==> config.mk <==
export PLATFORM = sky130hd
export DESIGN_NAME = rsscp_ctrl
export DESIGN_NICKNAME = d
export VERILOG_FILES = /design/src/rtl/rsscp_pkg.sv /design/src/rtl/rsscp_ctrl.sv
export SDC_FILE = /design/constraint.sdc
export NUM_CORES = 1
export LEC_CHECK = 0
export BUFFER_PORTS_ARGS = -buffer_cell sky130_fd_sc_hd__buf_2
export CORE_MARGIN = 2
export CORE_UTILIZATION = 40
export CTS_CLUSTER_DIAMETER = 60
export CTS_CLUSTER_SIZE = 30
export DETAILED_ROUTE_END_ITERATION = 10
export PLACE_DENSITY = 0.58
export SLEW_MARGIN = 20
export SYNTH_ARGS = -nofsm -noshare
export SYNTH_HDL_FRONTEND = slang
export SYNTH_SLANG_ARGS = --single-unit
==> constraint.sdc <==
create_clock -name mclk -period 1.55 [get_ports mclk]
set_input_delay 0.0775 -clock mclk [delete_from_list [all_inputs] [get_ports mclk]]
set_output_delay 0.0775 -clock mclk [all_outputs]
set_load 0.01 [all_outputs]
==> src/rtl/rsscp_pkg.sv <==
`default_nettype none

package rsscp_pkg;

  localparam int unsigned ADDR_W = 8;
  localparam int unsigned DATA_W = 8;

  // register offsets
  localparam logic [7:0] ADDR_PHASE  = 8'h6a;
  localparam logic [7:0] ADDR_ENABLE = 8'h6b;
  localparam logic [7:0] ADDR_RANGE  = 8'h6c;
  localparam logic [7:0] ADDR_FREQ   = 8'h6d;
  localparam logic [7:0] ADDR_STEPS  = 8'h6e;
  localparam logic [7:0] ADDR_AMPBND = 8'h6f;
  localparam logic [7:0] ADDR_FAULT  = 8'h70;

  // reset values
  localparam logic [7:0] RST_PHASE  = 8'h00;
  localparam logic [7:0] RST_ENABLE = 8'h00;
  localparam logic [7:0] RST_RANGE  = 8'h00;
  localparam logic [7:0] RST_FREQ   = 8'h50;
  localparam logic [7:0] RST_STEPS  = 8'h11;
  localparam logic [7:0] RST_AMPBND = 8'h24;

  // writable bit masks, reserved bits read zero
  localparam logic [7:0] MASK_PHASE  = 8'h0f;
  localparam logic [7:0] MASK_ENABLE = 8'h33;
  localparam logic [7:0] MASK_RANGE  = 8'h7f;
  localparam logic [7:0] MASK_AMPBND = 8'h7f;

  // field positions
  localparam int unsigned PH_SEL_LO   = 2;
  localparam int unsigned PH_AUDIO    = 1;
  localparam int unsigned PH_SYNC     = 0;
  localparam int unsigned EN_PREDIV   = 5;
  localparam int unsigned EN_MANUAL   = 4;
  localparam int unsigned EN_RANDOM   = 1;
  localparam int unsigned EN_TRIANGLE = 0;
  localparam int unsigned RG_RDM_LO   = 4;
  localparam int unsigned RG_TRI_LO   = 0;
  localparam int unsigned ST_FALL_LO  = 4;
  localparam int unsigned ST_RISE_LO  = 0;
  localparam int unsigned AB_AMP_LO   = 5;
  localparam int unsigned AB_BND_LO   = 0;
  localparam int unsigned FL_LDC      = 3;
  localparam int unsigned FL_RDC      = 2;
  localparam int unsigned FL_LOC      = 1;
  localparam int unsigned FL_ROC      = 0;

  // ramp reference and internal defaults used outside manual mode
  localparam int unsigned RAMP_REF_HZ  = 61440000;
  localparam logic [7:0]  AUTO_DIVISOR = 8'h50;
  localparam logic [3:0]  AUTO_STEP    = 4'h1;
  localparam logic [1:0]  AUTO_AMP     = 2'h1;
  localparam logic [4:0]  AUTO_BOUND   = 5'h04;

  typedef struct packed {
    logic [1:0] phase_sel;
    logic       audio_sync;
    logic       phase_sync;
    logic       manual;
    logic       pre_div2;
    logic       random_spread_enable;
    logic       triangle_enable;
    logic [2:0] random_spread_range;
    logic [3:0] triangle_ctrl;
    logic [7:0] manual_ramp_divisor;
    logic [3:0] triangle_fall_step;
    logic [3:0] triangle_rise_step;
    logic [1:0] ramp_amplitude_setting;
    logic [4:0] triangle_period_limit;
  } rsscp_ramp_cfg_t;

  typedef struct packed {
    logic left_dc_fault;
    logic right_dc_fault;
    logic left_overcurrent_fault;
    logic right_overcurrent_fault;
  } rsscp_fault_t;

endpackage : rsscp_pkg

`default_nettype wire

==> src/rtl/rsscp_ctrl.sv <==
`timescale 1ns/10ps
`default_nettype none

// How it works
// RULE_01: phase bits 3-2 pick phase 0..3
// RULE_02: host sets phase before playing state
// RULE_03: host matches ramp settings across devices
// RULE_04: bit 1 aligns pwm to audio frames
// RULE_05: bit 0 enables ramp phase sync
// RULE_06: bit 4 selects manual spread mode
// RULE_07: bit 5 selects pll clock over two
// RULE_08: bit 1 enables random, range bits 6-4
// RULE_09: bit 0 enables triangle, bits 3-0 control
// RULE_10: manual frequency 61440000 over divisor, reset 0x50
// RULE_11: fall step bits 7-4, reset one
// RULE_12: rise step bits 3-0, reset one
// RULE_13: amplitude bits 6-5, reset 01
// RULE_14: period limit bits 4-0, reset 00100
// RULE_15: dc faults on bits 3 and 2
// RULE_16: overcurrent faults bits 1,0; 7-4 reserved
// RULE_17: non-manual mode uses internal defaults
// RULE_18: fault register ignores writes, reserved zero
module rsscp_ctrl (
  input  wire logic                     mclk,
  input  wire logic                     srst,
  input  wire logic                     reg_wr,
  input  wire logic                     reg_rd,
  input  wire logic [7:0]               reg_addr,
  input  wire logic [7:0]               reg_wdata,
  output var  logic [7:0]               reg_rdata,
  output var  logic                     reg_rvalid,
  input  wire rsscp_pkg::rsscp_fault_t  fault_pins,
  output var  rsscp_pkg::rsscp_ramp_cfg_t ramp_cfg
);

  logic [7:0] phase_reg;
  logic [7:0] enable_reg;
  logic [7:0] range_reg;
  logic [7:0] freq_reg;
  logic [7:0] steps_reg;
  logic [7:0] ampbnd_reg;

  // three-stage pin synchroniser
  rsscp_pkg::rsscp_fault_t fsync1;
  rsscp_pkg::rsscp_fault_t fsync2;
  rsscp_pkg::rsscp_fault_t fsync3;
  rsscp_pkg::rsscp_fault_t fault_now;

  // address decode
  wire hit_phase  = (reg_addr == rsscp_pkg::ADDR_PHASE);
  wire hit_enable = (reg_addr == rsscp_pkg::ADDR_ENABLE);
  wire hit_range  = (reg_addr == rsscp_pkg::ADDR_RANGE);
  wire hit_freq   = (reg_addr == rsscp_pkg::ADDR_FREQ);
  wire hit_steps  = (reg_addr == rsscp_pkg::ADDR_STEPS);
  wire hit_ampbnd = (reg_addr == rsscp_pkg::ADDR_AMPBND);
  wire hit_fault  = (reg_addr == rsscp_pkg::ADDR_FAULT);

  // writes to the fault offset do nothing
  wire [7:0] fault_word = {4'h0,                                  // RULE_16 RULE_18
                           fault_now.left_dc_fault,               // RULE_15
                           fault_now.right_dc_fault,              // RULE_15
                           fault_now.left_overcurrent_fault,      // RULE_16
                           fault_now.right_overcurrent_fault};    // RULE_16

  wire [7:0] next_rdata =
      hit_phase  ? phase_reg  :
      hit_enable ? enable_reg :
      hit_range  ? range_reg  :
      hit_freq   ? freq_reg   :
      hit_steps  ? steps_reg  :
      hit_ampbnd ? ampbnd_reg :
      hit_fault  ? fault_word : 8'h00;

  wire manual = enable_reg[rsscp_pkg::EN_MANUAL];   // RULE_06

  // effective ramp settings
  rsscp_pkg::rsscp_ramp_cfg_t next_cfg;
  always_comb begin
    next_cfg.phase_sel  = phase_reg[rsscp_pkg::PH_SEL_LO +: 2];   // RULE_01
    next_cfg.audio_sync = phase_reg[rsscp_pkg::PH_AUDIO];         // RULE_04
    next_cfg.phase_sync = phase_reg[rsscp_pkg::PH_SYNC];          // RULE_05
    next_cfg.manual     = manual;                                 // RULE_06
    next_cfg.random_spread_enable = enable_reg[rsscp_pkg::EN_RANDOM];   // RULE_08
    next_cfg.triangle_enable      = enable_reg[rsscp_pkg::EN_TRIANGLE]; // RULE_09
    next_cfg.random_spread_range  = range_reg[rsscp_pkg::RG_RDM_LO +: 3]; // RULE_08
    next_cfg.triangle_ctrl        = range_reg[rsscp_pkg::RG_TRI_LO +: 4]; // RULE_09
    if (manual) begin
      next_cfg.pre_div2               = enable_reg[rsscp_pkg::EN_PREDIV];     // RULE_07
      next_cfg.manual_ramp_divisor    = freq_reg;                             // RULE_10
      next_cfg.triangle_fall_step     = steps_reg[rsscp_pkg::ST_FALL_LO +: 4]; // RULE_11
      next_cfg.triangle_rise_step     = steps_reg[rsscp_pkg::ST_RISE_LO +: 4]; // RULE_12
      next_cfg.ramp_amplitude_setting = ampbnd_reg[rsscp_pkg::AB_AMP_LO +: 2]; // RULE_13
      next_cfg.triangle_period_limit  = ampbnd_reg[rsscp_pkg::AB_BND_LO +: 5]; // RULE_14
    end else begin
      next_cfg.pre_div2               = 1'b0;                        // RULE_17
      next_cfg.manual_ramp_divisor    = rsscp_pkg::AUTO_DIVISOR;     // RULE_17
      next_cfg.triangle_fall_step     = rsscp_pkg::AUTO_STEP;        // RULE_17
      next_cfg.triangle_rise_step     = rsscp_pkg::AUTO_STEP;        // RULE_17
      next_cfg.ramp_amplitude_setting = rsscp_pkg::AUTO_AMP;         // RULE_17
      next_cfg.triangle_period_limit  = rsscp_pkg::AUTO_BOUND;       // RULE_17
    end
  end

  // register writes
  always_ff @(posedge mclk) begin
    if (srst) begin
      phase_reg  <= rsscp_pkg::RST_PHASE;
      enable_reg <= rsscp_pkg::RST_ENABLE;
      range_reg  <= rsscp_pkg::RST_RANGE;
      freq_reg   <= rsscp_pkg::RST_FREQ;     // RULE_10
      steps_reg  <= rsscp_pkg::RST_STEPS;    // RULE_11 RULE_12
      ampbnd_reg <= rsscp_pkg::RST_AMPBND;   // RULE_13 RULE_14
    end else if (reg_wr) begin
      if (hit_phase)  phase_reg  <= reg_wdata & rsscp_pkg::MASK_PHASE;
      if (hit_enable) enable_reg <= reg_wdata & rsscp_pkg::MASK_ENABLE;
      if (hit_range)  range_reg  <= reg_wdata & rsscp_pkg::MASK_RANGE;
      if (hit_freq)   freq_reg   <= reg_wdata;
      if (hit_steps)  steps_reg  <= reg_wdata;
      if (hit_ampbnd) ampbnd_reg <= reg_wdata & rsscp_pkg::MASK_AMPBND;
    end
  end

  // fault synchroniser, change taken when stages two and three agree
  always_ff @(posedge mclk) begin
    if (srst) begin
      fsync1    <= '0;
      fsync2    <= '0;
      fsync3    <= '0;
      fault_now <= '0;
    end else begin
      fsync1 <= fault_pins;
      fsync2 <= fsync1;
      fsync3 <= fsync2;
      if (fsync2 == fsync3) fault_now <= fsync3;
    end
  end

  // read data and config outputs
  always_ff @(posedge mclk) begin
    if (srst) begin
      reg_rdata  <= 8'h00;
      reg_rvalid <= 1'b0;
      ramp_cfg   <= '0;
    end else begin
      reg_rdata  <= reg_rd ? next_rdata : 8'h00;
      reg_rvalid <= reg_rd;
      ramp_cfg   <= next_cfg;
    end
  end

  // checks
  property p_fault_reserved;
    @(posedge mclk) disable iff (srst)
      reg_rvalid |-> (reg_rdata[7:4] == 4'h0) || !$past(hit_fault);
  endproperty
  a_fault_reserved: assert property (p_fault_reserved) // RULE_16
    else $error("fault reserved bits not zero");

  property p_fault_ro;
    @(posedge mclk) disable iff (srst)
      (reg_wr && hit_fault) |=> $stable(phase_reg) && $stable(enable_reg);
  endproperty
  a_fault_ro: assert property (p_fault_ro) // RULE_18
    else $error("fault write disturbed registers");

  property p_auto_default;
    @(posedge mclk) disable iff (srst)
      (!srst && !manual) |=> (ramp_cfg.manual_ramp_divisor == rsscp_pkg::AUTO_DIVISOR)
                  && !ramp_cfg.pre_div2;
  endproperty
  a_auto_default: assert property (p_auto_default) // RULE_17
    else $error("manual fields used outside manual mode");

  property p_manual_div;
    @(posedge mclk) disable iff (srst)
      manual |=> ramp_cfg.manual_ramp_divisor == $past(freq_reg);
  endproperty
  a_manual_div: assert property (p_manual_div) // RULE_10
    else $error("manual divisor not applied");

  property p_phase_sel;
    @(posedge mclk) disable iff (srst)
      (reg_wr && hit_phase) |=> ##1 ramp_cfg.phase_sel == $past(reg_wdata[3:2], 2);
  endproperty
  a_phase_sel: assert property (p_phase_sel) // RULE_01
    else $error("phase select not applied");

  property p_sync_bits;
    @(posedge mclk) disable iff (srst)
      (reg_wr && hit_phase) |=> ##1
        (ramp_cfg.audio_sync == $past(reg_wdata[1], 2)) &&
        (ramp_cfg.phase_sync == $past(reg_wdata[0], 2));
  endproperty
  a_sync_bits: assert property (p_sync_bits) // RULE_04 RULE_05
    else $error("sync bits not applied");

  property p_spread_en;
    @(posedge mclk) disable iff (srst)
      (reg_wr && hit_enable) |=> ##1
        (ramp_cfg.random_spread_enable == $past(reg_wdata[1], 2)) &&
        (ramp_cfg.triangle_enable == $past(reg_wdata[0], 2)) &&
        (ramp_cfg.manual == $past(reg_wdata[4], 2));
  endproperty
  a_spread_en: assert property (p_spread_en) // RULE_06 RULE_08 RULE_09
    else $error("spread enables not applied");

  property p_manual_fields;
    @(posedge mclk) disable iff (srst)
      manual |=> (ramp_cfg.triangle_fall_step == $past(steps_reg[7:4])) &&
                 (ramp_cfg.triangle_rise_step == $past(steps_reg[3:0])) &&
                 (ramp_cfg.ramp_amplitude_setting == $past(ampbnd_reg[6:5])) &&
                 (ramp_cfg.triangle_period_limit == $past(ampbnd_reg[4:0])) &&
                 (ramp_cfg.pre_div2 == $past(enable_reg[5]));
  endproperty
  a_manual_fields: assert property (p_manual_fields) // RULE_07 RULE_11 RULE_12 RULE_13 RULE_14
    else $error("manual fields not applied");

  property p_fault_read;
    @(posedge mclk) disable iff (srst)
      (reg_rd && hit_fault) |=> reg_rdata[3:0] == $past(fault_word);
  endproperty
  a_fault_read: assert property (p_fault_read) // RULE_15
    else $error("fault bits misread");

  property p_fault_hold;
    @(posedge mclk) disable iff (srst)
      (fsync2 != fsync3) |=> $stable(fault_now);
  endproperty
  a_fault_hold: assert property (p_fault_hold) // RULE_15 RULE_16
    else $error("fault bits taken before stages agreed");

  property p_fault_take;
    @(posedge mclk) disable iff (srst)
      (fsync2 == fsync3) |=> fault_now == $past(fsync3);
  endproperty
  a_fault_take: assert property (p_fault_take) // RULE_15 RULE_16
    else $error("agreed fault bits not taken");

  property p_reset_values;
    @(posedge mclk)
      srst |=> (freq_reg == rsscp_pkg::RST_FREQ) &&
               (steps_reg == rsscp_pkg::RST_STEPS) &&
               (ampbnd_reg == rsscp_pkg::RST_AMPBND) &&
               (enable_reg == rsscp_pkg::RST_ENABLE) &&
               !reg_rvalid && (ramp_cfg == '0);
  endproperty
  a_reset_values: assert property (p_reset_values) // RULE_10 RULE_11 RULE_12 RULE_13 RULE_14
    else $error("reset values wrong");

  property p_range_fields;
    @(posedge mclk) disable iff (srst)
      (reg_wr && hit_range) |=> ##1
        (ramp_cfg.random_spread_range == $past(reg_wdata[6:4], 2)) &&
        (ramp_cfg.triangle_ctrl == $past(reg_wdata[3:0], 2));
  endproperty
  a_range_fields: assert property (p_range_fields) // RULE_08 RULE_09
    else $error("spread range fields not applied");

  property p_auto_steps;
    @(posedge mclk) disable iff (srst)
      (!srst && !manual) |=> (ramp_cfg.triangle_fall_step == rsscp_pkg::AUTO_STEP) &&
                  (ramp_cfg.triangle_rise_step == rsscp_pkg::AUTO_STEP) &&
                  (ramp_cfg.ramp_amplitude_setting == rsscp_pkg::AUTO_AMP) &&
                  (ramp_cfg.triangle_period_limit == rsscp_pkg::AUTO_BOUND);
  endproperty
  a_auto_steps: assert property (p_auto_steps) // RULE_17
    else $error("manual step fields used outside manual mode");

  property p_fault_ro_rest;
    @(posedge mclk) disable iff (srst)
      (reg_wr && hit_fault) |=> $stable(range_reg) && $stable(freq_reg) &&
                                $stable(steps_reg) && $stable(ampbnd_reg);
  endproperty
  a_fault_ro_rest: assert property (p_fault_ro_rest) // RULE_18
    else $error("fault write disturbed spread registers");

  property p_phase_hold;
    @(posedge mclk) disable iff (srst)
      !(reg_wr && hit_phase) |=> $stable(phase_reg);
  endproperty
  a_phase_hold: assert property (p_phase_hold) // RULE_01
    else $error("phase control changed without a write");

  property p_freq_read;
    @(posedge mclk) disable iff (srst)
      (reg_rd && hit_freq) |=> reg_rvalid && (reg_rdata == $past(freq_reg));
  endproperty
  a_freq_read: assert property (p_freq_read) // RULE_10
    else $error("divisor read back wrong");

  property p_steps_read;
    @(posedge mclk) disable iff (srst)
      (reg_rd && hit_steps) |=> reg_rvalid && (reg_rdata == $past(steps_reg));
  endproperty
  a_steps_read: assert property (p_steps_read) // RULE_11 RULE_12
    else $error("step fields read back wrong");

  property p_ampbnd_read;
    @(posedge mclk) disable iff (srst)
      (reg_rd && hit_ampbnd) |=> reg_rvalid && (reg_rdata == $past(ampbnd_reg));
  endproperty
  a_ampbnd_read: assert property (p_ampbnd_read) // RULE_13 RULE_14
    else $error("amplitude and limit read back wrong");

endmodule : rsscp_ctrl

`default_nettype wire

======== Yosys cells after proc, flatten, opt, wreduce, memory -nomap -nowiden ========
Cells that the tools add are included.
cells by class
  bitwise logic cells ..................... 2
  muxes and demuxes ....................... 8
  reduce and logical (&&, ||, !) cells .... 11
  eq/ne operators ......................... 8
operators with widths
  operator                                                               count
  8-bit by 7-bit equality test with 1-bit output, second input constant  7
  22-bit two-way mux                                                     1
  8-bit two-way mux                                                      2
  7-bit two-way mux                                                      2
  2-bit AND reduction                                                    6
  4-bit two-way mux                                                      2
  6-bit two-way mux                                                      1
  5-bit OR reduction                                                     1
  4-bit equality test                                                    1
  2-bit OR reduction                                                     2
  4-bit OR reduction                                                     1
  3-bit OR reduction                                                     1
  1-bit NOT                                                              2
word-level totals
  bits of input ports ..................... 24
  word-level logic and storage cells ...... 75
  flip-flop bits (word level) ............. 101
  output and inout port bits .............. 47

======== Depth between registers and ports, before layout ========
Gate-level depths: netlist of run 1.
  word-level depth ........................ 8
  mapped depth ............................ 6
  gate-level depth less buffers ........... 4

======== Worst setup path after synthesis of run 1 ========
OpenSTA, ideal clock, no wires.
  path type ............................... input-to-reg
  start point ............................. in reg_addr[4]
  end point ............................... reg freq_reg[4]
  buffers on the path ..................... 1
  library setup time ...................... 120 ps
  arrival time ............................ 1,056 ps
  required time ........................... 1,430 ps
  path slack .............................. 375 ps
  cell stages on the path ................. 4
  path through ............................ and3b_1 buf_4 nand4_2 a211o_1
between the ends
  longest elaborated chain between the ends .. 2
ends and longest elaborated chain
  item                                            RTL line           RTL
  start: declaration                              rsscp_ctrl.sv:28   input wire logic [7:0] reg_addr,
  8-bit by 7-bit equality test with 1-bit output  rsscp_ctrl.sv:53   wire hit_freq = (reg_addr == rsscp_pkg::ADDR_FREQ);
  2-bit AND reduction (no line)                   n/a
  end signal: assignment                          rsscp_ctrl.sv:110  freq_reg <= rsscp_pkg::RST_FREQ;
  end signal: assignment                          rsscp_ctrl.sv:117  if (hit_freq) freq_reg <= reg_wdata;
  end: declaration                                rsscp_ctrl.sv:39   logic [7:0] freq_reg;
Every way passes these cells.
A chain may end at the register's enable or synchronous reset.

======== Final worst setup path of run 1 ========
  start point ............................. reg ampbnd_reg[5]
  end point ............................... reg reg_rdata[5]
between the ends
  longest elaborated chain between the ends .. 5
ends and longest elaborated chain
  item                      RTL line           RTL
  start: declaration        rsscp_ctrl.sv:41   logic [7:0] ampbnd_reg;
  start signal: assignment  rsscp_ctrl.sv:112  ampbnd_reg <= rsscp_pkg::RST_AMPBND;
  start signal: assignment  rsscp_ctrl.sv:119  if (hit_ampbnd) ampbnd_reg <= reg_wdata & rsscp_pkg::MASK_AMPBND;
  7-bit two-way mux         rsscp_ctrl.sv:71   hit_ampbnd ? ampbnd_reg :
  8-bit two-way mux         rsscp_ctrl.sv:70   hit_steps ? steps_reg :
  8-bit two-way mux         rsscp_ctrl.sv:69   hit_freq ? freq_reg :
  7-bit two-way mux         rsscp_ctrl.sv:68   hit_range ? range_reg :
  6-bit two-way mux         rsscp_ctrl.sv:67   hit_enable ? enable_reg :
  end signal: assignment    rsscp_ctrl.sv:145  reg_rdata <= reg_rd ? next_rdata : 8'h00;
  end: declaration          rsscp_ctrl.sv:30   output var logic [7:0] reg_rdata,
Every way passes these cells.

==> impl_metrics.py, run 1 <==
metrics = {
    "status": {
        "status": "finished, final reports clean",
    },
    "pwr": {
        "ir_worst_vdd_mv": 0.3805,
        "clkPwrFrac_pct": 35.4,
        "power_switching_uw": 1106,
        "power_per_cell_area_nw_per_um2": 985.3,
        "internal_power_uw": 3397,
        "power.total_uw": 4504,
        "p_sw_share_pct": 24.56,
        "power.sequential.fraction_pct": 58.4,
        "comb_power_share_pct": 6.2,
        "cellLeakagePower_uw": 0.002186,
    },
    "route": {
        "ant_nets": 0,
        "post-route-drc-count": 0,
        "vias_per_cell": 4.835,
        "wire_per_inst_um": 14.52,
        "vias": 2698,
        "finalWirelength_mm": 8.101,
        "drt_first_iter_violations": 135,
        "drt_pass1_iterations": 4,
    },
    "setup_path": {
        "worst-endpoint-arrival_ns": 1.42,
        "timing.critical_path.required_ns": 1.81,
        "timing.critical_path.to_type": "register",
        "ff2ff_setup_slack_ns": 0.39,
        "worstPathCellList": "mux4_2 -> a21oi_1 -> nor2_1",
        "rr_worst_depth": 3,
        "critical_path_peak_fanout": 3,
        "critPathKind": "register to register",
        "crit_path_start_kind": "register",
        "worstReg2RegStart": "ampbnd_reg[5]",
        "rr_endpoint": "reg_rdata[5]",
        "critical-path-slowest-cell": "sky130_fd_sc_hd__mux4_2",
        "cp_slowest_stage_delay_ns": 0.47,
        "worstSetupStartpoint": "ampbnd_reg[5]",
    },
    "timing": {
        "layout_setup_ws_ns": 0.3949,
        "relSlewSlack_pct": 69.56,
        "fin_crit_ns": 1.155,
        "fin_setup_tns_ns": 0,
        "skew_ns": 0.007207,
        "unrepaired_setup_endpoints_after_global_routing": "no",
        "finalHoldViolCount": 0,
        "fin_crit_sh_pct": 74.53,
        "tightest_slew_ns": 0.4546,
        "slew_viol_final": 0,
        "max_freq_ghz": 0.8657,
        "setup_viol_count_final": 0,
    },
    "clocking": {
        "cts_setup_buffers": 0,
        "clock_buffer_count_from_cts": 9,
        "ctsRootBufferMaster": "sky130_fd_sc_hd__clkbuf_8",
        "tritoncts": "yes",
        "cts_num_sinks": 101,
        "cts_max_level": 3,
        "clk_pin_slew_ns": 0.10,
        "worst_skew_pair_latency_ns": 0.36,
        "post_cts.resized_instances": 0,
        "clock_path_buffers": 2,
    },
    "synthesis": {
        "yosysMostFrequentCell": "sky130_fd_sc_hd__dfxtp_1",
        "edff_count_synth": 0,
        "synth-main-ff-cell": "sky130_fd_sc_hd__dfxtp_1",
        "synth_top_area_cell": "sky130_fd_sc_hd__dfxtp_1",
        "synth_area_per_cell_sq_um": 10.50,
        "synth_top_area_share_pct": 53.63,
        "synth_warnings": 0,
        "synth-seq-cells": 101,
        "syn_inst": 359,
        "cell_area_after_synthesis_sq_um": 3770,
        "synth_cell_types": 47,
        "synth.cells.most_frequent": "sky130_fd_sc_hd__dfxtp_1, sky130_fd_sc_hd__nor2_1, sky130_fd_sc_hd__mux2i_1",
        "top_area_cells_in_the_synthesized_netlist": "sky130_fd_sc_hd__dfxtp_1, sky130_fd_sc_hd__mux2i_1, sky130_fd_sc_hd__nor2_1",
        "async_flop_share_pct": 0,
        "mappedNetlistNets": 383,
        "synth_sequential_area_ratio_pct": 53.63,
    },
    "cells_and_area": {
        "filler_cell_count": 856,
        "drive_above_1_share_pct": 25.73,
        "top_register": "ramp_cfg",
        "synthToLayoutAreaGrowth_pct": 21.24,
        "multi_input_comb_area_sq_um": 1613,
        "largest_reg_flops": 38,
        "num_antenna_cells": 0,
        "area.sequential_sq_um": 2022,
        "nNetsFinal": 466,
    },
    "floorplanning": {
        "rows": 35,
        "placeableCoreArea_sq_um": 9196,
        "die-area_sq_um": 10220,
        "initial_core_util_pct": 40.99,
        "fp.dieW_um": 101.1,
        "die_y_um": 101.1,
        "io_pins": 71,
    },
    "placed_design": {
        "dp_hpwl_mm": 5.830,
        "io_buffers": 70,
        "place_congestion": 0.8455,
        "pre_cts_ws_ns": 0.1258,
    },
    "global_routing": {
        "remaining_overflow_grt": 0,
        "antenna_found_initial": 0,
        "grt_pass1_vias": 2522,
        "grt_start_max_net_pins": 54,
        "global_route_wire_length_before_repair_mm": 12.99,
        "groute.usage.overall_pct": 16.66,
    },
    "job": {
        "maxCapViolCount": 0,
    },
    "hold_path": {
        "hp-class": "input pin to register",
        "timing.hold.worst.start": "reg_wdata[5]",
        "timing.hold.worst_endpoint": "range_reg[5]",
        "worst_hold_path.num_cells": 3,
    },
}
## per-layer routing
metal / wire [um] / vias up / track usage, %
met2: 3742 / 58 / 26.08
li1: - / 1383 / -
met5: 0 / - / 0
met1: 3970 / 1249 / 22.60
met4: 77 / 0 / 5.301
met3: 310 / 8 / 4.161
## critical path, delay by kind of cell, from the launching register on
family | cells | cell delay, ns
AO/OA/AOI/OAI | 1 | 0.19
flip-flops | 1 | 0.34
multiplexers | 1 | 0.47
AND/OR/NAND/NOR | 1 | 0.06
## kinds of logic (layout without fill, tap and decap cells)
kind of cell              after synthesis  count (layout)  synth area share [%]
and+or+nand+nor                       142             142                 22.93
DFF                                   101             101                 53.63
AOI/OAI and AO/OA                      41              41                 7.269
muxes                                  40              40                 11.65
buffers and inverters                  31             119                 3.584
xor gates and xnor gates                4               4                0.9292
## power groups by stage
stage	Clock [uW]	Sequential, uW	Combinational (uW)
after global placement	0	2690	267
after detailed placement	0	2690	269
final	1590	2630	281
after global routing	1750	2630	307
after floorplan	0	2690	161
after CTS	1650	2630	283
## cell usage in the layout (no fill, tap or decap), types with 2 or more instances in the layout
cell type	count
sky130_fd_sc_hd__o21ai_0	4
sky130_fd_sc_hd__a21o_1	2
sky130_fd_sc_hd__and2b_1	2
sky130_fd_sc_hd__a21oi_1	16
sky130_fd_sc_hd__nand4_1	4
sky130_fd_sc_hd__mux2i_1	36
sky130_fd_sc_hd__inv_6	3
sky130_fd_sc_hd__nand4_2	2
sky130_fd_sc_hd__nand2b_1	4
sky130_fd_sc_hd__and2_1	19
sky130_fd_sc_hd__and3b_1	2
sky130_fd_sc_hd__dfxtp_1	101
sky130_fd_sc_hd__and3_1	2
sky130_fd_sc_hd__buf_12	3
sky130_fd_sc_hd__inv_1	12
sky130_fd_sc_hd__xnor2_1	4
sky130_fd_sc_hd__nor2_1	48
sky130_fd_sc_hd__nand4_4	2
sky130_fd_sc_hd__nand2_1	9
sky130_fd_sc_hd__buf_4	11
sky130_fd_sc_hd__o2111ai_1	3
sky130_fd_sc_hd__nand3b_1	5
sky130_fd_sc_hd__a211o_1	6
sky130_fd_sc_hd__clkbuf_8	10
sky130_fd_sc_hd__nor2b_1	28
sky130_fd_sc_hd__buf_2	70
sky130_fd_sc_hd__mux4_2	3
sky130_fd_sc_hd__a22oi_1	3
sky130_fd_sc_hd__nor3_1	2
sky130_fd_sc_hd__nor3b_1	2
sky130_fd_sc_hd__dlygate4sd3_1	7
## final cells by class
class	instances	area share [%]
Timing Repair Buffer	91	12.32
Multi-Input combinational cell	227	35.29
Tap cell	111	3.039
Sequential cell	101	44.24
Clock buffer	10	3.011
Clock inverter	6	1.122
Inverter	12	0.9855
## worst max-delay path by stage
stage,end,slack (ns),depth (start not counted)
CTS,reg_rdata[5],0.38,6
global placement,steps_reg[4],0.17,5
global route,fault_now[3],0.27,4
detailed placement,phase_reg[1],0.13,5
floorplan,freq_reg[4],0.37,4
finish,reg_rdata[5],0.39,3
## timing repair
item	CTS	global route
hold buffers	7	0
endpoints found under the hold margin	10	0
setup endpoints to repair	0	0
## through the flow
stage	std cells	util, %	hold WS [ns]	cell area, sq um
final	558	49.70	0.01453	4571
after global routing	558	49.70	0.01997	4571
after CTS	558	49.70	0.003225	4571
after detailed placement	535	46.88	0.2927	4312
after global placement	535	46.88	0.2866	4312
after floorplan	359	-	0.2057	3770
Note: power is estimated with default switching activity, not from simulation.
==> run 2: changes to the inputs <==
- clock period: 1.55 -> 1.2 ns (I/O delays scaled with it)
==> impl_metrics.py, run 2 (synthesis gave the netlist of run 1 again) <==
metrics = {
    "route": {
        "finalWirelength_mm": 8.381,
        "wire_per_inst_um": 14.43,
        "ant_nets": 0,
        "drt_first_iter_violations": 161,
        "vias": 2817,
        "vias_per_cell": 4.849,
        "drt_pass1_iterations": 4,
        "post-route-drc-count": 0,
    },
    "setup_path": {
        "worst-endpoint-arrival_ns": 1.39,
        "critPathKind": "input pin to register",
        "crit_path_start_kind": "input pin",
        "timing.critical_path.to_type": "register",
        "worstReg2RegStart": "ampbnd_reg[4]",
        "critical_path_peak_fanout": 6,
        "worstSetupStartpoint": "srst",
        "timing.critical_path.required_ns": 1.45,
    },
    "placed_design": {
        "dp_hpwl_mm": 6.014,
        "post_dp_cell_area_sq_um": 4507,
        "post-place-cells": 556,
        "pre_cts_ws_ns": -0.1406,
        "io_buffers": 70,
        "place_congestion": 0.8780,
    },
    "clocking": {
        "worst_skew_pair_latency_ns": 0.35,
        "tritoncts": "yes",
        "clock_path_buffers": 2,
        "cts_max_level": 3,
        "cts_num_sinks": 101,
        "clock_buffer_count_from_cts": 9,
        "post_cts.resized_instances": 0,
        "ctsRootBufferMaster": "sky130_fd_sc_hd__clkbuf_8",
        "clk_pin_slew_ns": 0.10,
    },
    "global_routing": {
        "antenna_found_initial": 0,
        "remaining_overflow_grt": 0,
        "grt_start_max_net_pins": 48,
        "groute.usage.overall_pct": 17.17,
        "global_route_wire_length_before_repair_mm": 13.48,
        "grt_pass1_vias": 2624,
    },
    "cells_and_area": {
        "mostFrequentLayoutCell": "sky130_fd_sc_hd__dfxtp_1",
        "final_instance_count_excl_fillers": 581,
        "largest_reg_flops": 38,
        "synthToLayoutAreaGrowth_pct": 28.64,
        "top_register": "ramp_cfg",
        "postLayoutCellArea_sq_um": 4850,
        "num_antenna_cells": 0,
        "layout.cells.most_common_list": "sky130_fd_sc_hd__dfxtp_1, sky130_fd_sc_hd__buf_2, sky130_fd_sc_hd__nor2_1",
        "filler_cell_count": 866,
        "drive_above_1_share_pct": 29.15,
        "nNetsFinal": 489,
        "utilization_pct": 52.73,
    },
    "timing": {
        "max_freq_ghz": 0.8801,
        "setup_viol_count_final": 0,
        "skew_ns": 0.008092,
        "tightest_slew_ns": 0.3621,
        "finalHoldViolCount": 0,
        "layout_setup_ws_ns": 0.06376,
        "unrepaired_setup_endpoints_after_global_routing": "no",
        "fin_setup_tns_ns": 0,
        "relSlewSlack_pct": 75.86,
        "slew_viol_final": 0,
        "fin_crit_ns": 1.136,
        "fin_crit_sh_pct": 94.69,
    },
    "floorplanning": {
        "die_y_um": 101.1,
        "placeableCoreArea_sq_um": 9196,
        "fp.dieW_um": 101.1,
        "initial_core_util_pct": 40.99,
        "rows": 35,
        "io_pins": 71,
        "die-area_sq_um": 10220,
    },
    "pwr": {
        "power_per_cell_area_nw_per_um2": 1335,
        "ir_worst_vdd_mv": 0.6903,
        "cellLeakagePower_uw": 0.002342,
    },
    "job": {
        "maxCapViolCount": 0,
    },
    "status": {
        "status": "finished, final reports clean",
    },
    "hold_path": {
        "hp-class": "input pin to register",
        "timing.hold.worst.start": "reg_wdata[5]",
    },
}
==> run 2: cell type report <==
class                      count  area, sq um  area share, %
tap                          111        138.9          2.864
sequential                   101         2022          41.69
multi-input combinational    227         1613          33.26
clock inverter                 5        103.9          2.141
timing repair buffer         114        775.7          16.00
clock buffer                  11        151.4          3.122
inverter                      12        45.04         0.9288
==> run 2: what timing repair did <==
| item | in CTS | in global routing |
|---|---|---|
| hold endpoints to repair | 12 | 0 |
| hold buffers | 8 | 0 |
| endpoints found under the setup margin | 0 | 4 |
| setup buffers | 0 | 1 |
==> run 2: stage by stage <==
step / power (uW) / hold slack (ns)
2_1_floorplan: 3686 / 0.1882
3_3_place_gp: 3869 / 0.2688
3_5_place_dp: 3871 / 0.2736
4_1_cts: 6532 / 0.002949
5_1_grt: 6698 / 0.02472
6_report: 6472 / 0.009099
==> run 2: worst max-delay path: stages <==
cell and delay (ns):
sky130_fd_sc_hd__dlygate4sd3_1 0.52, sky130_fd_sc_hd__buf_2 0.17, sky130_fd_sc_hd__nand2b_1 0.34, sky130_fd_sc_hd__inv_1 0.09, sky130_fd_sc_hd__nand2_1 0.13, sky130_fd_sc_hd__nor2_1 0.06
==> run 2: power breakdown <==
| group | leakage, uW | switching [uW] | internal [uW] |
|---|---|---|---|
| sequential | 0.000818 | 12.9 | 3380 |
| clock | 0.000130 | 1150 | 1500 |
| combinational | 0.00139 | 219 | 204 |
==> run 2: per-layer routing <==
| layer | GRT usage (%) | up-vias | wire length, um |
|---|---|---|---|
| met5 | 0 | - | 0 |
| met1 | 23.19 | 1324 | 4011 |
| met3 | 3.537 | 6 | 366 |
| li1 | - | 1427 | - |
| met4 | 5.301 | 0 | 76 |
| met2 | 27.61 | 60 | 3927 |
==> run 2: worst paths after layout <==
check	end	slack, ns	cells after the start
min reg2reg	fsync2[2]	0.45	1
min	freq_reg[5]	0.009	3
max	reg_rdata[4]	0.06	6
max reg2reg	reg_rdata[4]	0.08	3
==> run 3: changes to the inputs <==
- GPL_TIMING_DRIVEN: default -> 0
- RECOVER_POWER: default -> 50
==> impl_metrics.py, run 3 (synthesis gave the netlist of run 1 again) <==
metrics = {
    "global_routing": {
        "groute.layer.met2.usage_pct": 29.44,
        "met1_track_utilization_from_global_routing_pct": 24.56,
        "global_route_wire_length_before_repair_mm": 13.94,
        "remaining_overflow_grt": 0,
        "grt_start_max_net_pins": 17,
        "grtUsageMet3_pct": 3.537,
        "antenna_found_initial": 0,
        "grt_pass1_vias": 2606,
        "gr-max-usage-layer": "met2",
        "groute.usage.overall_pct": 18.28,
    },
    "timing": {
        "fin_crit_ns": 1.168,
        "slew_viol_final": 0,
        "max_freq_ghz": 0.8563,
        "final.hold.worst_slack_ns": 0.02820,
        "layout_setup_ws_ns": 0.03220,
        "unrepaired_setup_endpoints_after_global_routing": "yes",
        "finalHoldViolCount": 0,
        "setup_viol_count_final": 0,
        "fin_crit_sh_pct": 97.32,
        "relSlewSlack_pct": 61.69,
        "skew_ns": 0.01849,
        "tightest_slew_ns": 0.5746,
    },
    "floorplanning": {
        "initial_core_util_pct": 40.99,
        "placeableCoreArea_sq_um": 9196,
        "rows": 35,
        "io_pins": 71,
        "fp.dieW_um": 101.1,
        "die_y_um": 101.1,
        "die-area_sq_um": 10220,
    },
    "cells_and_area": {
        "nNetsFinal": 473,
        "num_antenna_cells": 0,
        "filler_cell_count": 902,
        "largest_reg_flops": 38,
        "utilization_pct": 49.35,
        "layout.cells.most_common_list": "sky130_fd_sc_hd__dfxtp_1, sky130_fd_sc_hd__clkbuf_1, sky130_fd_sc_hd__nor2_1",
        "top_register": "ramp_cfg",
        "multi_input_comb_area_sq_um": 1645,
        "mostFrequentLayoutCell": "sky130_fd_sc_hd__dfxtp_1",
        "final_instance_count_excl_fillers": 564,
        "synthToLayoutAreaGrowth_pct": 20.38,
        "area.sequential_sq_um": 2024,
        "drive_above_1_share_pct": 15.01,
    },
    "pwr": {
        "cellLeakagePower_uw": 0.001966,
        "ir_worst_vdd_mv": 0.5031,
        "power_per_cell_area_nw_per_um2": 1347,
        "power.total_uw": 6113,
    },
    "setup_path": {
        "critical_path_peak_fanout": 4,
        "worstSetupStartpoint": "fsync2[1]",
        "worst-endpoint-arrival_ns": 1.41,
        "timing.critical_path.required_ns": 1.44,
        "worstReg2RegStart": "fsync2[1]",
        "ff2ff_setup_slack_ns": 0.03,
        "critPathKind": "register to register",
        "crit_path_start_kind": "register",
        "timing.critical_path.to_type": "register",
    },
    "route": {
        "vias": 2752,
        "vias_per_cell": 4.879,
        "drt_first_iter_violations": 138,
        "drt_pass1_iterations": 4,
        "ant_nets": 0,
        "wire_per_inst_um": 15.92,
        "finalWirelength_mm": 8.981,
        "post-route-drc-count": 0,
    },
    "placed_design": {
        "pre_cts_ws_ns": -0.5561,
        "post-place-cells": 539,
        "io_buffers": 69,
        "dp_hpwl_mm": 6.342,
        "place_congestion": 0.8585,
    },
    "clocking": {
        "ctsRootBufferMaster": "sky130_fd_sc_hd__clkbuf_8",
        "cts_max_level": 3,
        "cts_num_sinks": 101,
        "clock_path_buffers": 2,
        "clock_buffer_count_from_cts": 9,
        "worst_skew_pair_latency_ns": 0.37,
        "clk_pin_slew_ns": 0.10,
        "tritoncts": "yes",
    },
    "status": {
        "status": "finished, final reports clean",
    },
    "hold_path": {
        "hp-class": "input pin to register",
        "timing.hold.worst.start": "reg_wdata[5]",
    },
    "job": {
        "maxCapViolCount": 0,
    },
}
run 3: cell types whose count changed in the layout (fill, tap and decap cells not counted), moves of 6 or more:
cell | before | now
sky130_fd_sc_hd__buf_12 | 6 | 0
sky130_fd_sc_hd__buf_2 | 70 | 26
sky130_fd_sc_hd__buf_4 | 30 | 5
sky130_fd_sc_hd__clkbuf_1 | 0 | 57
run 3: final timing paths:
| path | end | depth (start not counted) |
|---|---|---|
| worst min-delay path | steps_reg[5] | 3 |
| worst max register to register | fault_now[0] | 4 |
| worst max-delay path | fault_now[0] | 4 |
| worst min register to register | fsync2[3] | 1 |
run 3: area by class of cell:
class | count | area share [%]
Tap cell | 111 | 3.060
Sequential cell | 101 | 44.61
Clock buffer | 10 | 2.812
Timing Repair Buffer | 79 | 8.326
Inverter | 12 | 0.9926
Buffer | 19 | 2.095
Multi-Input combinational cell | 227 | 36.26
Clock inverter | 5 | 1.847
run 3: metrics by stage:
step	cell area [sq um]	setup TNS, ns
6_report	4538	0
5_1_grt	4538	-0.07760
4_1_cts	4554	0
3_5_place_dp	4254	-17.89
3_3_place_gp	4254	-16.63
2_1_floorplan	3770	0
run 3: where the power goes:
group          internal, uW  switching [uW]  leakage, uW  total (uW)
registers              3380            13.1     0.000819        3400
clock network          1170            1170    0.0000990        2340
logic                   144             228      0.00105         372
run 3: what timing repair did:
item | 4_1_cts | 5_1_grt
hold buffers | 7 | 0
setup endpoints to repair | 19 | 14
pin swaps | 0 | 3
buffers inserted | 1 | 2
gates resized for setup | 4 | 8
endpoints found under the hold margin | 11 | 0
run 3: critical path, stage by stage (launching register included):
cell                      delay [ns]
sky130_fd_sc_hd__dfxtp_2        0.35
sky130_fd_sc_hd__xnor2_2        0.14
sky130_fd_sc_hd__nand4_1        0.27
sky130_fd_sc_hd__mux2i_1        0.23
sky130_fd_sc_hd__nor2_1         0.06
run 3: routing by layer:
metal  vias to the layer above  wire length, um
met5                         -                0
met4                         0              109
met3                         9              482
met2                        75             4257
met1                      1282             4131
li1                       1386                -
